`config.mk`:
```
export PLATFORM = sky130hd
export DESIGN_NAME = mrcal_top
export DESIGN_NICKNAME = d
export VERILOG_FILES = /design/src/rtl/mrcal_pkg.sv /design/src/rtl/mrcal_temp.sv /design/src/rtl/mrcal_top.sv
export SDC_FILE = /design/constraint.sdc
export NUM_CORES = 1
export LEC_CHECK = 0
export BUFFER_PORTS_ARGS = -buffer_cell sky130_fd_sc_hd__buf_2
export CORE_UTILIZATION = 59
export DETAILED_ROUTE_END_ITERATION = 8
export GPL_TIMING_DRIVEN = 0
export HOLD_SLACK_MARGIN = 0.05
export PLACE_DENSITY = 0.76
export REMOVE_ABC_BUFFERS = 1
export SLEW_MARGIN = 20
export SYNTH_ARGS = -nofsm -noshare
export SYNTH_HDL_FRONTEND = slang
export SYNTH_SLANG_ARGS = --single-unit
```
`constraint.sdc`:
```
create_clock -name mclk_i -period 3.9 [get_ports mclk_i]
set_input_delay 0.78 -clock mclk_i [delete_from_list [all_inputs] [get_ports mclk_i]]
set_output_delay 0.78 -clock mclk_i [all_outputs]
set_load 0.05 [all_outputs]
```
`src/rtl/mrcal_pkg.sv`:
```
// shared constants and types for the mode register command block
`default_nettype none
package mrcal_pkg;
	localparam int CLK_MHZ = 250;
	localparam int TSI_MS = 32;
	// longest interval: rounds down; exact at this rate
	localparam int TSI_CYC = TSI_MS * CLK_MHZ * 1000;
	localparam int CA_W = 10;
	localparam int MR_AW = 8;
	localparam int MR_DW = 8;
	localparam int TEMP_W = 3;
	localparam int LANE_W = 8;
	localparam int LANES = 4;
	localparam int DQ_W = LANE_W * LANES;
	localparam int BEATS = 8;
	localparam int BEAT_W = 3;
	localparam int TMR_W = 32;
	localparam logic [MR_AW-1:0] MR_TEMP = 8'h04;
	localparam logic [MR_AW-1:0] MR_CAL_A = 8'h20;
	localparam logic [MR_AW-1:0] MR_CAL_B = 8'h28;
	localparam logic [MR_AW-1:0] MR_ZQ = 8'h0A;
	localparam logic [MR_AW-1:0] MR_RESET = 8'h3F;
	localparam logic [MR_DW-1:0] OP_ZQ_INIT = 8'hFF;
	localparam logic [MR_DW-1:0] OP_ZQ_LONG = 8'hAB;
	localparam logic [MR_DW-1:0] OP_ZQ_SHORT = 8'h56;
	localparam logic [MR_DW-1:0] OP_ZQ_RST = 8'hC3;
	localparam logic [MR_DW-1:0] OP_RESET_STABLE = 8'hFC;
	localparam logic [MR_DW-1:0] MR_DEFAULT = 8'h00;
	// index i is bit time i
	localparam logic [BEATS-1:0] PAT_A = 8'h55;
	localparam logic [BEATS-1:0] PAT_B = 8'hCC;
	localparam logic [TEMP_W-1:0] TEMP_HOT = 3'h3;
	localparam int CA_CMD_W = 4;
	localparam int CA_RADDR_LSB = 4;
	localparam int CA_FADDR_W = 2;
	localparam int CA_FDATA_LSB = 2;
	typedef enum logic [1:0] {
		ST_IDLE = 2'h0,
		ST_MRW = 2'h1,
		ST_ZQ = 2'h3,
		ST_INIT = 2'h2
	} mrcal_state_type;
	typedef enum logic [1:0] {
		RD_PLAIN = 2'h0,
		RD_PAT_A = 2'h1,
		RD_PAT_B = 2'h2
	} mrcal_rdkind_type;
endpackage
`default_nettype wire

```
`src/rtl/mrcal_temp.sv`:
```
// temperature status holder refreshed on interval, wake and heating
`default_nettype none
module mrcal_temp
	import mrcal_pkg::*;
#(
	parameter int TSI_CYCLES = TSI_CYC
) (
	input wire logic mclk_i, // clock
	input wire logic reset_n_i, // async reset, low
	input wire logic [TEMP_W-1:0] sensor_code_i, // raw sensor range code
	input wire logic wake_i, // power-down or self-refresh exit
	output logic [TEMP_W-1:0] status_o // held temperature status
);
	logic [TMR_W-1:0] age_ff, nxt_age;
	logic [TEMP_W-1:0] stat_ff, nxt_stat;
	logic upd;

	always_comb begin
		// sensor trips sit 2 degrees below the limit, so a rising code is taken at once
		upd = (age_ff == TMR_W'(TSI_CYCLES - 1)) || wake_i // [RULE2] [RULE3]
			|| (sensor_code_i > stat_ff); // [RULE5]
		nxt_age = upd ? '0 : age_ff + 1'b1;
		nxt_stat = upd ? sensor_code_i : stat_ff;
	end

	always_ff @(posedge mclk_i or negedge reset_n_i) begin
		if (!reset_n_i) begin
			age_ff <= '0;
			stat_ff <= '0;
		end else begin
			age_ff <= nxt_age;
			stat_ff <= nxt_stat;
		end
	end

	assign status_o = stat_ff;
endmodule
`default_nettype wire

```
`src/rtl/mrcal_top.sv`:
```
// mode register read/write, reset and impedance calibration interpreter
// Function
// RULE1: controller waits extra delay after power-down exit
// RULE2: temperature status refreshed within update interval
// RULE3: status fresh on power-down or self-refresh exit
// RULE4: temperature field in bits 2..0, code 011
// RULE5: update status 2 degrees before limit
// RULE6: controller polls status fast enough for gradient
// RULE7: pattern reads drive lowest line per lane
// RULE8: pattern A 10101010, pattern B 00110011
// RULE9: other lane lines copy pattern line
// RULE10: write decode: register and data from CA
// RULE11: writes to read-only registers are ignored
// RULE12: controller issues only no-ops during write period
// RULE13: writes only with all banks idle
// RULE14: reads accepted with banks active
// RULE15: reset write restores defaults, enters initialization
// RULE16: controller keeps boot timing after reset
// RULE17: reset accepted with stable operand before training
// RULE18: controller holds CA stable around reset
// RULE19: init and long calibration accurate, reset default
// RULE20: short calibration finishes within its time
// RULE21: calibration only idle, termination disabled
// RULE22: data bus quiet during calibration
// RULE23: shared resistor calibrations must not overlap
// RULE24: read decode: CA3 high, CA2..0 low
// RULE25: eight-beat burst, data in first beat
// RULE26: commands during busy periods are illegal, ignored
`default_nettype none
module mrcal_top
	import mrcal_pkg::*;
#(
	parameter int RL = 8,
	parameter int MRW_CYC = 10,
	parameter int IMPEDANCE_INIT_CALIBRATION_CYC = 250,
	parameter int IMPEDANCE_LONG_CALIBRATION_CYC = 90,
	parameter int IMPEDANCE_SHORT_CALIBRATION_CYC = 23,
	parameter int ZQRST_CYC = 13,
	parameter int INIT_CYC = 250,
	parameter int RCD_CYC = 8,
	parameter int MR_COUNT = 64,
	parameter int TSI_CYCLES = TSI_CYC
) (
	input wire logic mclk_i, // clock
	input wire logic reset_n_i, // async reset, low
	input wire logic cs_n_i, // chip select, low
	input wire logic [CA_W-1:0] ca_rise_i, // CA on rising half
	input wire logic [CA_W-1:0] ca_fall_i, // CA on falling half
	input wire logic banks_active_i, // some bank open
	input wire logic pd_exit_i, // idle power-down exit pulse
	input wire logic sr_exit_i, // self-refresh exit pulse
	input wire logic [TEMP_W-1:0] sensor_code_i, // sensor range code
	output logic [DQ_W-1:0] dq_o, // data out
	output logic dq_oe_o, // data drive enable
	output logic dqs_oe_o, // strobe toggle enable
	output logic [TEMP_W-1:0] temp_status_o, // held temperature status
	output logic mr_write_o, // register stored pulse
	output logic [MR_AW-1:0] mr_addr_o, // stored register number
	output logic [MR_DW-1:0] mr_data_o, // stored value
	output logic zq_busy_o, // calibration running
	output logic zq_accurate_o, // calibrated, not default
	output logic init_busy_o, // auto-initialization running
	output logic array_invalid_o, // array lost pulse
	output logic illegal_cmd_o // refused command pulse
);
	localparam int RD_LAT = RL + 2;
	localparam int ZQS_LAT = IMPEDANCE_SHORT_CALIBRATION_CYC;
	localparam logic [DQ_W-1:0] ONES = '1;
	localparam logic [DQ_W-1:0] ZERO = '0;

	mrcal_state_type state_ff, nxt_state;
	mrcal_rdkind_type kind_ff, nxt_kind;
	logic [TMR_W-1:0] tmr_ff, nxt_tmr;
	logic [TMR_W-1:0] pdw_ff, nxt_pdw;
	logic [TMR_W-1:0] rdw_ff, nxt_rdw;
	logic [BEAT_W-1:0] beat_ff, nxt_beat;
	logic rd_act_ff, nxt_rd_act;
	logic [MR_DW-1:0] rdat_ff, nxt_rdat;
	logic [MR_DW-1:0] zop_ff, nxt_zop;
	logic [DQ_W-1:0] dq_ff, nxt_dq;
	logic dq_oe_ff, nxt_dq_oe;
	logic we_ff, nxt_we;
	logic [MR_AW-1:0] wa_ff, nxt_wa;
	logic [MR_DW-1:0] wd_ff, nxt_wd;
	logic zq_busy_ff, nxt_zq_busy;
	logic zq_acc_ff, nxt_zq_acc;
	logic init_ff, nxt_init;
	logic inval_ff, nxt_inval;
	logic ill_ff, nxt_ill;
	logic [MR_DW-1:0] mr_q [MR_COUNT];
	logic [TEMP_W-1:0] temp_stat;
	logic cmd, is_mrw, is_mrr, busy, rd_go, wr_go, rst_go, zqs_go, clear_all;
	logic [MR_AW-1:0] addr;
	logic [MR_DW-1:0] wdata;
	logic ro_addr;

	mrcal_temp #(
		.TSI_CYCLES(TSI_CYCLES)
	) u_temp (
		.mclk_i(mclk_i),
		.reset_n_i(reset_n_i),
		.sensor_code_i(sensor_code_i),
		.wake_i(pd_exit_i | sr_exit_i),
		.status_o(temp_stat)
	);

	always_comb begin
		cmd = !cs_n_i;
		is_mrw = cmd && (ca_rise_i[CA_CMD_W-1:0] == '0); // [RULE10]
		is_mrr = cmd && (ca_rise_i[CA_CMD_W-2:0] == '0) && ca_rise_i[CA_CMD_W-1]; // [RULE24]
		// top two register bits ride the falling half, so reset with the stable operand
		// repeats its rising half on the falling half
		addr = {ca_fall_i[CA_FADDR_W-1:0], ca_rise_i[CA_W-1:CA_RADDR_LSB]}; // [RULE10]
		wdata = ca_fall_i[CA_W-1:CA_FDATA_LSB];
		ro_addr = (addr == MR_TEMP) || (addr == MR_CAL_A) || (addr == MR_CAL_B);
		busy = (state_ff != ST_IDLE) || rd_act_ff;
	end

	// decode and state
	always_comb begin
		nxt_state = state_ff;
		nxt_tmr = tmr_ff;
		nxt_zop = zop_ff;
		nxt_zq_acc = zq_acc_ff;
		nxt_ill = 1'b0;
		nxt_we = 1'b0;
		nxt_wa = wa_ff;
		nxt_wd = wd_ff;
		nxt_inval = 1'b0;
		rd_go = 1'b0;
		wr_go = 1'b0;
		rst_go = 1'b0;
		zqs_go = 1'b0;
		clear_all = 1'b0;
		nxt_pdw = pd_exit_i ? TMR_W'(RCD_CYC) : (pdw_ff != '0 ? pdw_ff - 1'b1 : pdw_ff);
		if (state_ff != ST_IDLE) begin
			if (tmr_ff <= TMR_W'(1)) begin
				nxt_state = ST_IDLE;
				if (state_ff == ST_ZQ) begin
					// short calibration only trims, so it keeps the current accuracy
					unique case (zop_ff)
						OP_ZQ_INIT, OP_ZQ_LONG: nxt_zq_acc = 1'b1; // [RULE19]
						OP_ZQ_RST: nxt_zq_acc = 1'b0; // [RULE19]
						default: nxt_zq_acc = zq_acc_ff; // [RULE20]
					endcase
				end
			end else begin
				nxt_tmr = tmr_ff - 1'b1;
			end
		end
		if (is_mrr || is_mrw) begin
			if (busy) begin
				nxt_ill = 1'b1; // [RULE26]
			end else if (is_mrr) begin
				if (pdw_ff != '0) begin
					nxt_ill = 1'b1; // [RULE1]
				end else begin
					rd_go = 1'b1; // [RULE14]
				end
			end else if (banks_active_i) begin
				nxt_ill = 1'b1;
			end else if (addr == MR_RESET) begin
				// any operand, the stable one included, is taken without CA timing
				rst_go = 1'b1; // [RULE17]
				clear_all = 1'b1; // [RULE15]
				nxt_inval = 1'b1;
				nxt_zq_acc = 1'b0;
				nxt_state = ST_INIT;
				nxt_tmr = TMR_W'(INIT_CYC);
			end else if (addr == MR_ZQ && (wdata == OP_ZQ_INIT || wdata == OP_ZQ_LONG
				|| wdata == OP_ZQ_SHORT || wdata == OP_ZQ_RST)) begin
				nxt_zop = wdata;
				nxt_state = ST_ZQ;
				zqs_go = (wdata == OP_ZQ_SHORT);
				unique case (wdata)
					OP_ZQ_INIT: nxt_tmr = TMR_W'(IMPEDANCE_INIT_CALIBRATION_CYC);
					OP_ZQ_LONG: nxt_tmr = TMR_W'(IMPEDANCE_LONG_CALIBRATION_CYC);
					OP_ZQ_SHORT: nxt_tmr = TMR_W'(IMPEDANCE_SHORT_CALIBRATION_CYC); // [RULE20]
					default: nxt_tmr = TMR_W'(ZQRST_CYC);
				endcase
			end else begin
				nxt_state = ST_MRW;
				nxt_tmr = TMR_W'(MRW_CYC);
				if (!ro_addr && addr < MR_AW'(MR_COUNT)) begin
					wr_go = 1'b1; // [RULE11]
					nxt_we = 1'b1;
					nxt_wa = addr;
					nxt_wd = wdata;
				end
			end
		end
		nxt_zq_busy = (nxt_state == ST_ZQ);
		nxt_init = (nxt_state == ST_INIT);
	end

	always_ff @(posedge mclk_i or negedge reset_n_i) begin
		if (!reset_n_i) begin
			state_ff <= ST_IDLE;
			tmr_ff <= '0;
			pdw_ff <= '0;
			zop_ff <= MR_DEFAULT;
			zq_acc_ff <= 1'b0;
			ill_ff <= 1'b0;
			we_ff <= 1'b0;
			wa_ff <= '0;
			wd_ff <= MR_DEFAULT;
			inval_ff <= 1'b0;
			zq_busy_ff <= 1'b0;
			init_ff <= 1'b0;
		end else begin
			state_ff <= nxt_state;
			tmr_ff <= nxt_tmr;
			pdw_ff <= nxt_pdw;
			zop_ff <= nxt_zop;
			zq_acc_ff <= nxt_zq_acc;
			ill_ff <= nxt_ill;
			we_ff <= nxt_we;
			wa_ff <= nxt_wa;
			wd_ff <= nxt_wd;
			inval_ff <= nxt_inval;
			zq_busy_ff <= nxt_zq_busy;
			init_ff <= nxt_init;
		end
	end

	// mode register storage, one entry per register number below MR_COUNT
	genvar gi;
	generate
		for (gi = 0; gi < MR_COUNT; gi++) begin : g_mr
			logic [MR_DW-1:0] mr_ff, nxt_mr;
			always_comb begin
				nxt_mr = mr_ff;
				if (clear_all) begin
					nxt_mr = MR_DEFAULT; // [RULE15]
				end else if (wr_go && addr == MR_AW'(gi)) begin
					nxt_mr = wdata; // [RULE10]
				end
			end
			always_ff @(posedge mclk_i or negedge reset_n_i) begin
				if (!reset_n_i) begin
					mr_ff <= MR_DEFAULT;
				end else begin
					mr_ff <= nxt_mr;
				end
			end
			assign mr_q[gi] = mr_ff;
		end
	endgenerate

	// read burst: latency count, then eight beats
	always_comb begin
		nxt_rd_act = rd_act_ff;
		nxt_rdw = rdw_ff;
		nxt_beat = beat_ff;
		nxt_kind = kind_ff;
		nxt_rdat = rdat_ff;
		nxt_dq = ZERO;
		nxt_dq_oe = 1'b0;
		if (rd_go) begin
			nxt_rd_act = 1'b1;
			nxt_rdw = TMR_W'(RL);
			nxt_beat = '0;
			nxt_kind = (addr == MR_CAL_A) ? RD_PAT_A : (addr == MR_CAL_B) ? RD_PAT_B : RD_PLAIN;
			if (addr == MR_TEMP) begin
				nxt_rdat = {{(MR_DW - TEMP_W){1'b0}}, temp_stat}; // [RULE4]
			end else if (addr < MR_AW'(MR_COUNT)) begin
				nxt_rdat = mr_q[addr[$clog2(MR_COUNT)-1:0]];
			end else begin
				nxt_rdat = MR_DEFAULT;
			end
		end else if (rd_act_ff) begin
			if (rdw_ff != '0) begin
				nxt_rdw = rdw_ff - 1'b1;
			end else begin
				nxt_dq_oe = 1'b1; // [RULE25]
				nxt_beat = beat_ff + 1'b1;
				nxt_rd_act = (beat_ff != BEAT_W'(BEATS - 1));
				unique case (kind_ff)
					// copying the pattern onto every lane line keeps all DQ toggling alike
					RD_PAT_A: nxt_dq = PAT_A[beat_ff] ? ONES : ZERO; // [RULE7] [RULE8] [RULE9]
					RD_PAT_B: nxt_dq = PAT_B[beat_ff] ? ONES : ZERO; // [RULE7] [RULE8] [RULE9]
					default: nxt_dq = (beat_ff == '0) ? DQ_W'(rdat_ff) : ZERO; // [RULE25]
				endcase
			end
		end
	end

	always_ff @(posedge mclk_i or negedge reset_n_i) begin
		if (!reset_n_i) begin
			rd_act_ff <= 1'b0;
			rdw_ff <= '0;
			beat_ff <= '0;
			kind_ff <= RD_PLAIN;
			rdat_ff <= MR_DEFAULT;
			dq_ff <= ZERO;
			dq_oe_ff <= 1'b0;
		end else begin
			rd_act_ff <= nxt_rd_act;
			rdw_ff <= nxt_rdw;
			beat_ff <= nxt_beat;
			kind_ff <= nxt_kind;
			rdat_ff <= nxt_rdat;
			dq_ff <= nxt_dq;
			dq_oe_ff <= nxt_dq_oe;
		end
	end

	assign dq_o = dq_ff;
	assign dq_oe_o = dq_oe_ff;
	assign dqs_oe_o = dq_oe_ff;
	assign temp_status_o = temp_stat;
	assign mr_write_o = we_ff;
	assign mr_addr_o = wa_ff;
	assign mr_data_o = wd_ff;
	assign zq_busy_o = zq_busy_ff;
	assign zq_accurate_o = zq_acc_ff;
	assign init_busy_o = init_ff;
	assign array_invalid_o = inval_ff;
	assign illegal_cmd_o = ill_ff;
endmodule
`default_nettype wire

```
# Yosys cells after proc, flatten, opt, wreduce, memory -nomap -nowiden
# Memories as Yosys holds them, arrays and structs flattened.
# Index checks and enable logic that the tools add are counted.
[word_totals]
inputBits = 29
mem_bits_ro = 16
elab_cells = 547
memories = 2
ff_bits = 722
output_inout_bits = 59
[op_classes]
bitwise = 7
add_sub_neg = 5
magnitude_cmp = 5
muxes = 206
n_eq_ne = 78
reduce_logical = 159
[memory_table]
columns = ["name", "words", "width", "read_ports", "rd_ports_with_merged_regs", "wr", "line_no", "rtl"]
rows = [
  ["(name not given)", 8, 1, 1, 0, 0, "mrcal_top.sv:281", "RD_PAT_B: nxt_dq = PAT_B[beat_ff] ? ONES : ZERO;"],
  ["(name not given)", 8, 1, 1, 0, 0, "mrcal_top.sv:280", "RD_PAT_A: nxt_dq = PAT_A[beat_ff] ? ONES : ZERO;"],
]
[ops]
columns = ["op", "count"]
rows = [
  ["two-way mux 8 bit", 133],
  ["two-way mux 32 bit", 19],
  ["equality test 8 x 6 -> 1 bit, second input constant", 32],
  ["nonzero test 2 bit", 68],
  ["equality test 8 x 5 -> 1 bit, second input constant", 16],
  ["subtractor 32 x 1 -> 32 bit, second input constant", 3],
  ["logical AND 1 bit", 69],
  ["equality test 8 x 4 -> 1 bit, second input constant", 8],
  ["one-hot mux 32 bit (2 select lines)", 1],
  ["nonzero test 32 bit", 2],
  ["binary-select mux 8 bit (select 6 bit)", 1],
  ["equality test 8 bit, second input constant", 6],
  ["two-way mux 1 bit", 37],
  ["adder 32 x 1 -> 32 bit, second input constant", 1],
  ["equality test 32 x 23 -> 1 bit, second input constant", 1],
  ["equality test 8 x 3 -> 1 bit, second input constant", 4],
  ["less-or-equal comparator 32 x 1 -> 1 bit, second input constant", 1],
  ["one-hot mux 8 bit (3 select lines)", 1],
  ["two-way mux 2 bit", 10],
  ["equality test 8 x 2 -> 1 bit, second input constant", 2],
  ["logical OR 1 bit", 9],
  ["two-way mux 3 bit", 3],
  ["equality test 2 bit, second input constant", 4],
  ["equality test 8 x 1 -> 1 bit, second input constant", 1],
  ["other kinds (21)", 28],
]

# Longest topological paths before layout
# Gate-level depths: netlist of the first run.
[depth]
word_depth = 15
mapped_depth = 10
depth_no_buf = 8

# Modules after synthesis
# From an unflattened synthesis of the first run, not the netlist that was laid out.
[unflattened]
hier_cells = 3023
hier_area_um2 = 34570.7
[by_module_without_submodules]
columns = ["module", "cells_each", "instances", "area_per_inst_um2", "seq_area_each_um2"]
rows = [
  ["mrcal_top", 2827, 1, 32593.8, 16615.9],
  ["mrcal_temp", 196, 1, 1976.9, 875.8],
]

# Worst setup path before layout of the first run
# OpenSTA, ideal clock, no wires.
[synth_timing]
kind = "input to register"
start = "in ca_rise_i[4]"
end = "reg rdat_ff[0]"
setup_time_ns = 0.138
cell_stages = 8
arrival_time_ns = 3.037
setup_slack_ns = 0.724
path_buffers = 2
t_required_ns = 3.762
cell_sequence = "buf_2 > buf_1 > mux4_2 > a22oi_1 > a21oi_1 > or4_1 > a22oi_1 > a21oi_1"
[synth_between]
elab_chain_cells = 6
word_cells_on_any_way = 8
cone_classes = "order compare: 1; eq/ne: 1; mux: 5; bitwise: 1"
[synth_rtl]
columns = ["element", "line_no", "rtl"]
rows = [
  ["start: declaration", "mrcal_top.sv:47", "input wire logic [CA_W-1:0] ca_rise_i,"],
  ["NOT 6 -> 7 bit (not written as such)", "mrcal_top.sv:267", "nxt_rdat = mr_q[addr[$clog2(MR_COUNT)-1:0]];"],
  ["binary-select mux 8 bit (select 6 bit)", "mrcal_top.sv:267", ""],
  ["two-way mux 8 bit (not written as such) (2 in a row)", "mrcal_top.sv:267", ""],
  ["two-way mux 8 bit", "mrcal_top.sv:266", "end else if (addr < MR_AW'(MR_COUNT)) begin"],
  ["two-way mux 8 bit (*)", "mrcal_top.sv:264", "if (addr == MR_TEMP) begin"],
  ["end signal: assignment", "mrcal_top.sv:302", "rdat_ff <= nxt_rdat;"],
  ["end: declaration", "mrcal_top.sv:78", "logic [MR_DW-1:0] rdat_ff, nxt_rdat;"],
]
# Every way passes the cells marked *; elsewhere a longest branch is shown, timed or not. The select of a mux whose other input is x is not followed.
# A chain may end at the register's enable or synchronous reset.

# Final worst setup path of the first run
[layout_timing]
start = "in ca_rise_i[4]"
end = "reg g_mr[25].mr_ff[1]"
[layout_between]
elab_chain_cells = 14
word_cells_on_any_way = 27
cone_classes = "order compare: 1; eq/ne: 6; mux: 13; reduce/logical: 7"
[layout_rtl]
columns = ["element", "line_no", "rtl"]
rows = [
  ["branches (longest 14 deep; another with less-than comparator 8 x 7 -> 1 bit)", "--", ""],
  ["end signal: assignment", "mrcal_top.sv:243", "mr_ff <= nxt_mr;"],
  ["end: declaration", "mrcal_top.sv:230", "logic [MR_DW-1:0] mr_ff, nxt_mr;"],
]
# Parallel ways; which one is timed is not known.

==> results of run 1 <==
[cell usage in the layout (no fill, tap or decap), drive strengths merged, types with 5 or more instances in the layout]
master | netlist | layout
ha | 13 | 13
xnor2 | 39 | 39
buf | 146 | 171
nand3 | 38 | 39
and3 | 13 | 13
or2 | 8 | 8
a211oi | 7 | 7
nor2b | 45 | 45
nand4 | 6 | 6
nand2b | 7 | 7
dfrtp | 699 | 699
nor2 | 348 | 348
mux4 | 128 | 128
nor3 | 39 | 39
nor4 | 86 | 86
xor2 | 40 | 40
bufinv | 0 | 11
nand2 | 576 | 576
o21ai | 44 | 44
inv | 21 | 23
or3 | 36 | 36
mux2i | 240 | 240
clkinv | 0 | 18
and2 | 5 | 5
a22oi | 66 | 66
mux2 | 24 | 24
a21oi | 324 | 324
o31ai | 13 | 13
nor4bb | 5 | 5
or4 | 59 | 59
o211ai | 14 | 14
clkbuf | 135 | 102
[critical path, delay by kind of cell]
family	cells	cell delay [ns]
AND/OR/NAND/NOR	4	1.69
AO/OA/AOI/OAI	2	0.73
buffers and inverters	4	1.00
[per-stage QoR]
step	power, mW	hold slack (ns)	TNS (ns)
floorplan	8.502	0.4267	-
global placement	9.068	0.4446	-
detailed placement	9.181	0.4485	-306.11
CTS	16.79	0.1093	0
global route	17.37	0.1259	0
finish	16.85	0.09643	0
[logic make-up after synthesis]
family | count (synthesis) | synth area share (%)
compound gates | 495 | 8.241
xor+xnor | 79 | 2.019
fa+ha+maj | 13 | 0.4747
buf+inv | 302 | 3.786
flops | 699 | 51.04
mux | 392 | 16.21
simple gates | 1288 | 18.22
[repair_timing]
action | CTS | global route
gates resized for setup | 11 | 7
gates cloned | 0 | 2
pin swaps | 2 | 3
endpoints found under the setup margin | 414 | 184
setup buffers | 5 | 4
[cells in the mapped netlist, types with 14 or more instances]
cell type	n
buf_4	29
buf_2	31
dfrtp_1	699
o21ai_0	40
nor3_1	37
mux2i_1	240
xnor2_1	39
or4_1	55
nor4_1	56
a21oi_1	324
inv_1	21
clkbuf_1	134
buf_1	84
nand3_1	37
mux2_2	19
xor2_1	40
nand2_1	576
nor2_1	347
mux4_2	128
o211ai_1	14
or3_1	35
a22oi_1	66
nor4_4	27
nor2b_1	45
[how the worst max path moves through the flow]
stage / depth (start not counted) / endpoint / slack [ns] / from
2_1_floorplan: 3 / array_invalid_o$_DFF_PN0_ / -25.75 / ca_rise_i[7]
3_3_place_gp: 3 / array_invalid_o$_DFF_PN0_ / -42.54 / ca_rise_i[4]
3_5_place_dp: 9 / mr_data_o[1]$_DFFE_PN0P_ / -0.90 / ca_rise_i[1]
4_1_cts: 16 / g_mr[33].mr_ff[2]$_DFFE_PN0P_ / 0.06 / ca_rise_i[6]
5_1_grt: 10 / g_mr[25].mr_ff[1]$_DFFE_PN0P_ / 0.02 / ca_rise_i[4]
6_report: 10 / g_mr[25].mr_ff[1]$_DFFE_PN0P_ / 0.12 / ca_rise_i[4]
[sequential cells by signal (all words and copies together) (netlist names), 2 cells and up]
register         cells
state_ff             2
rdw_ff              32
zop_ff               8
pdw_ff              32
u_temp.age_ff       32
mr_addr_o            8
beat_ff              3
rdat_ff              8
kind_ff              2
tmr_ff              32
mr_data_o            8
dq_o                 9
g_mr.mr_ff         512
u_temp.status_o      3
[per-layer routing]
metal | wire length [um] | global-route usage (%)
met1 | 35550 | 41.55
met2 | 42050 | 47.37
met3 | 7340 | 5.407
met4 | 3708 | 12.50
met5 | 12 | 0
[layout make-up]
class / instances / area (um^2)
clock inverter: 34 / 460.4
multi-input combinational: 2268 / 15830
inverter: 21 / 78.83
sequential: 699 / 17490
fill: 3966 / 18190
timing repair buffer: 173 / 1723
tap: 756 / 945.9
clock buffer: 100 / 2206
[report_power, final]
group          total (mW)  switching, mW  internal (mW)
combinational        1.69           1.20          0.488
clock                7.67           2.97           4.70
sequential           7.50          0.128           7.37
total                16.9           4.30           12.6
==> impl_results.md, run 1 <==
- Worst-margin pin slew: 1.175 ns
- Final ANT Viol Nets: 0
- Die ar.: 59050 um^2
- TritonRoute pass-1 iters: 6
- Unrepaired setup endpoints after global routing: no
- Share of layout cells above drive strength 1: 16.57%
- Final min period: 3.779 ns
- First-pass GRT wire length: 142.1 mm
- Largest net degree at the start of global routing: 109
- DIE HEIGHT: 243 um
- Synth area leaders: dfrtp_1 51%, mux4_2 8.4%, mux2i_1 7.0%
- Slowest stage delay, CP: ~0.73 ns
- Slack of the critical path: 0.1209 ns
- Worst-path clk slew: 0.06 ns
- Area after DPL: between 30000 and 40000 um^2
- Most used flip-flop cell after synthesis: dfrtp_1
- Power density over the cells: 435.0 nW/um^2
- Final Core Density: 68.04%
- Status: complete, no violations
- Post-synth EDFFs: 0
- WL final: 88.66 mm
- Vias/cell: 6.415
- N_diodes: 0
- Peak supply drop: about 0.64 mV
- Num CTS Buffers: between 70 and 80
- Area grow syn2layout: 13.05%
- Starting density of the core: 60.19%
- Synth top area share: 51.04%
- Slowest cell on crit path: or4bb_4
- Crit-path max FO: 45
- Async set-reset flop share out of synthesis: 100.0%
- Most area-hungry cell type in the Yosys netlist: dfrtp_1
- Placed cells: 3903
- Cell count of the worst reg-to-reg path: 14
- IO Count: about 90
- Clk_lat worst skew: 0.62 ns
- Slew Limit Fails: 0
- Fin crit share: 96.90%
- Crit Reg-Reg Endpoint: g_mr[33].mr_ff[2]$_DFFE_PN0P_
- Number of global-route vias before repair: 26110
- Nets: roughly 3300
- Cells after Synth: between 3000 and 4000
- Routability cong.: ~0.9
- Clock Sinks: roughly 700
- Setup CP Type: input pin to flip-flop
- Hold/Removal Path Class: input pin to async pin
- WP data arrival: roughly 4.3 ns
- Dpl hpwl: between 50 and 60 mm
- Worst slew margin: 20.92%
- All-Layer GR Usage: between 30% and 40%
- Fmax: 0.2646 GHz
- # DRC: 0
- CTS tree: yes
- Synth Cell Area: 34270 um^2
- Core footprint: 56930 um^2
- Initial antenna violation count: 1
- Wire per inst: approximately 22 um
- Pre-CTS worst setup slack: -0.8979 ns
- Maxcap violations: 0
- FP Rows: 87
- Starting DRT DRC Count: 2862
- Die width: around 240 um
- WP data required: 4.42 ns
- Final Cell Area: about 39000 um^2
- Post-synthesis sequential area ratio: 51.04%
- CTS Root Cell: clkbuf_16
- Port bufs: 87
- Worst setup SP type: input pin
- Grt total ovfl: 0
- Cell mode on critical path: buf_16
- H-tree levels: 3
- Critical path capture point type: flip-flop
- Reg2reg start: state_ff[1]$_DFF_PN0_
- Avg Cell Area, Syn: ~10 um^2
- Reg2Reg Setup Slack: 0.32 ns
- Routed vias: 25990
- Hold Buf Count CTS: 0
- Worst Skew: ~0.018 ns
- CP Cell Sequence: buf_8 > buf_16 > or4bb_4 > nor2_1 > o21a_4 > buf_12 > buf_16 > or4_1 > nand2_1 > a21oi_1
- Ys Warns: 0
- Fin. Hold Viols: 0
- Final non-filler cell total: 4051
- CTS max path bufs: 3
- Synth unique cells: 69
- Yosys reg bits: 699
- Setup violators final: 0
- LEAKAGE: 16.19 nW
Power figures use the tool's default switching activity.
==> run 2, diff against run 1 <==
==> constraint.sdc (replaced) <==
create_clock -name mclk_i -period 4.05 [get_ports mclk_i]
set_input_delay 0.81 -clock mclk_i [delete_from_list [all_inputs] [get_ports mclk_i]]
set_output_delay 0.81 -clock mclk_i [all_outputs]
set_load 0.05 [all_outputs]
==> run 2 against run 1 <==
Compared with the run above:
- the run now ends with DRC left
- cell area decreased by 0.42%
- hold slack gained 0.033 ns
- utilization fell by 0.29 points
- sequential share of layout area rose by 0.19 points
- cell count fell by 0.22%
- clock skew is essentially flat
- global-route usage barely moved
- sequential power shrank 3.9%
- critical path type unchanged
==> impl_results.md, run 2 (same netlist as run 1, synthesis figures left out) <==
- CTS Root Cell: clkbuf_16
- LEAKAGE: 16.12 nW
- Fmax: 0.2569 GHz
- Slack of the critical path: 0.1571 ns
- Grt total ovfl: 0
- Slowest stage delay, CP: 0.36 ns
- Internal power: 12.06 mW
- Worst-path clk slew: 0.06 ns
- CTS max path bufs: 3
- Hold Buf Count CTS: 0
- FP Rows: 87
- Largest net degree at the start of global routing: 109
- TritonRoute pass-1 iters: 9
- WL final: 88.03 mm
- Cell mode on critical path: buf_4
- Starting DRT DRC Count: around 2700
- Critical Path Stages: 16
- WP data arrival: ~4.4 ns
- Net Sw Frac: between 20% and 30%
- DIE HEIGHT: 243 um
- Reg power frac: roughly 45%
- Reg2Reg Setup Slack: around 0.18 ns
- Final ANT Viol Nets: 0
- Worst Skew: 0.01800 ns
- Clk_lat worst skew: 0.62 ns
- Wire per inst: 21.78 um
- Critical path capture point type: flip-flop
- Sw power: 4.065 mW
- Clock Sinks: 699
- Starting density of the core: 60.19%
- Delay-heaviest family, CP: buffers and inverters
- Crit-path max FO: 28
- Port bufs: 87
- Num CTS Buffers: 74
- Vias/cell: 6.404
- Commonest non-fill, non-tap cells in the layout: 699 x dfrtp_1, 576 x nand2_1, 344 x nor2_1
- Worst Setup EP: g_mr[35].mr_ff[2]$_DFFE_PN0P_
- Setup CP Type: input pin to flip-flop
- Pre-CTS worst setup slack: -0.7779 ns
- Final Cell Area: 38570 um^2
- All-Layer GR Usage: between 30 and 40%
- Fin crit share: a little over nine tenths
- Nets: about 3300
- Biggest register: g_mr.mr_ff
- Die ar.: 59050 um^2
- Routability cong.: 0.9050
- Area after DPL: about 36000 um^2
- N_diodes: 0
- Worst slew margin: 21.28%
- Share of layout cells above drive strength 1: between 10% and 20%
- Design Power: between 15 and 20 mW
- Setup violators final: 0
- WP data required: about 4.6 ns
- Max reg flops: 512
- Clk pwr share: 45.7%
- Hold_ws: 0.1290 ns
- Area grow syn2layout: 12.57%
- Slowest cell on crit path: nor3_4
- # DRC: 1
- Hold/Removal Path Class: input pin to async pin
- Crit Reg-Reg Endpoint: g_mr[6].mr_ff[6]$_DFFE_PN0P_
- Maxcap violations: 0
- Core footprint: about 57000 um^2
- Gate power share: 9.5%
- Violated checks: DRC
- Postcts setup bufs: 0
- Slew Limit Fails: 0
- Commonest non-fill, non-tap cell in the layout: dfrtp_1
- Worst setup SP type: input pin
- Peak supply drop: 0.6904 mV
- Status: finished with violations
- Unrepaired setup endpoints after global routing: no
- Setup total negative slack: 0 ns
- IO Count: 88
- CTS tree: yes
- Number of global-route vias before repair: between 20000 and 30000
- Die width: approximately 240 um
- Worst setup path startpoint: ca_rise_i[7]
- Worst path buffer plus inverter count: 12
- Dpl hpwl: between 50 and 60 mm
- Power density over the cells: 418.0 nW/um^2
- Final min period: just under 4 ns
- Routed vias: 25880
- Reg2reg start: state_ff[0]$_DFF_PN0_
- Cell count of the worst reg-to-reg path: 9
- CP Cell Sequence: buf_2 > and2_4 > buf_12 > nand3_4 > nor3_4 > buf_4 > buf_6 > buf_4 > buf_4 > buf_6 > buf_4 > buf_4 > buf_4 > buf_4 > buf_6 > nor2_1
- Worst-margin pin slew: 1.170 ns
- Initial antenna violation count: 1
- Number of fill cells: 3989
- H-tree levels: 3
- First-pass GRT wire length: ~140 mm
- Fin. Hold Viols: 0
[run 2: changes by cell type in the layout (fill, tap and decap cells not counted), sizes merged]
cell / change
buf: -9
o21a: +1
nand3: -1
[run 2: cell type report]
cell class | instances | area [um^2] | area share (%)
Sequential cell | 699 | 17490 | 45.35
Multi-Input combinational cell | 2268 | 15800 | 40.96
Clock buffer | 100 | 2206 | 5.718
Timing Repair Buffer | 164 | 1593 | 4.129
Tap cell | 756 | 945.9 | 2.452
Clock inverter | 34 | 460.4 | 1.194
Inverter | 21 | 78.83 | 0.2043
[run 2: through the flow]
| step | std cells | util [%] |
|---|---|---|
| after detailed placement | 3903 | 62.71 |
| final | 4042 | 67.76 |
| after floorplan | 2987 | - |
| after CTS | 4037 | 67.44 |
| after global placement | 3830 | 60.48 |
| after global routing | 4042 | 67.76 |
[run 2: what timing repair did]
item	4_1_cts	5_1_grt
setup endpoints to repair	342	288
gates cloned	0	2
endpoints found under the hold margin	0	0
pin swaps	0	1
gates resized for setup	5	7
[run 2: power by group through the flow]
stage | logic, mW | clock network [mW] | registers, mW
after floorplan | 0.868 | 0 | 7.32
after global placement | 1.41 | 0 | 7.33
after detailed placement | 1.50 | 0 | 7.33
after CTS | 1.51 | 7.44 | 7.21
after global routing | 1.69 | 7.72 | 7.22
final | 1.53 | 7.38 | 7.21
[run 2: worst min path at each step]
stage,startpoint,slack [ns],end,cells past startpoint
2_1_floorplan,zop_ff[1]$_DFFE_PN0P_,0.43,zop_ff[1]$_DFFE_PN0P_,1
3_5_place_dp,zop_ff[1]$_DFFE_PN0P_,0.45,zop_ff[1]$_DFFE_PN0P_,1
4_1_cts,reset_n_i,0.14,pdw_ff[25]$_DFFE_PN0P_,1
5_1_grt,reset_n_i,0.16,pdw_ff[25]$_DFFE_PN0P_,1
6_report,reset_n_i,0.13,pdw_ff[25]$_DFFE_PN0P_,1
3_3_place_gp,zop_ff[1]$_DFFE_PN0P_,0.44,zop_ff[1]$_DFFE_PN0P_,1
[run 2: per-layer routing]
metal	track usage (%)	up-vias	share of wire [%]
li1	-	11390	-
met1	41.22	12960	40
met2	47.48	1285	48
met3	5.672	251	8.5
met4	12.38	2	4.1
met5	0	-	0.014
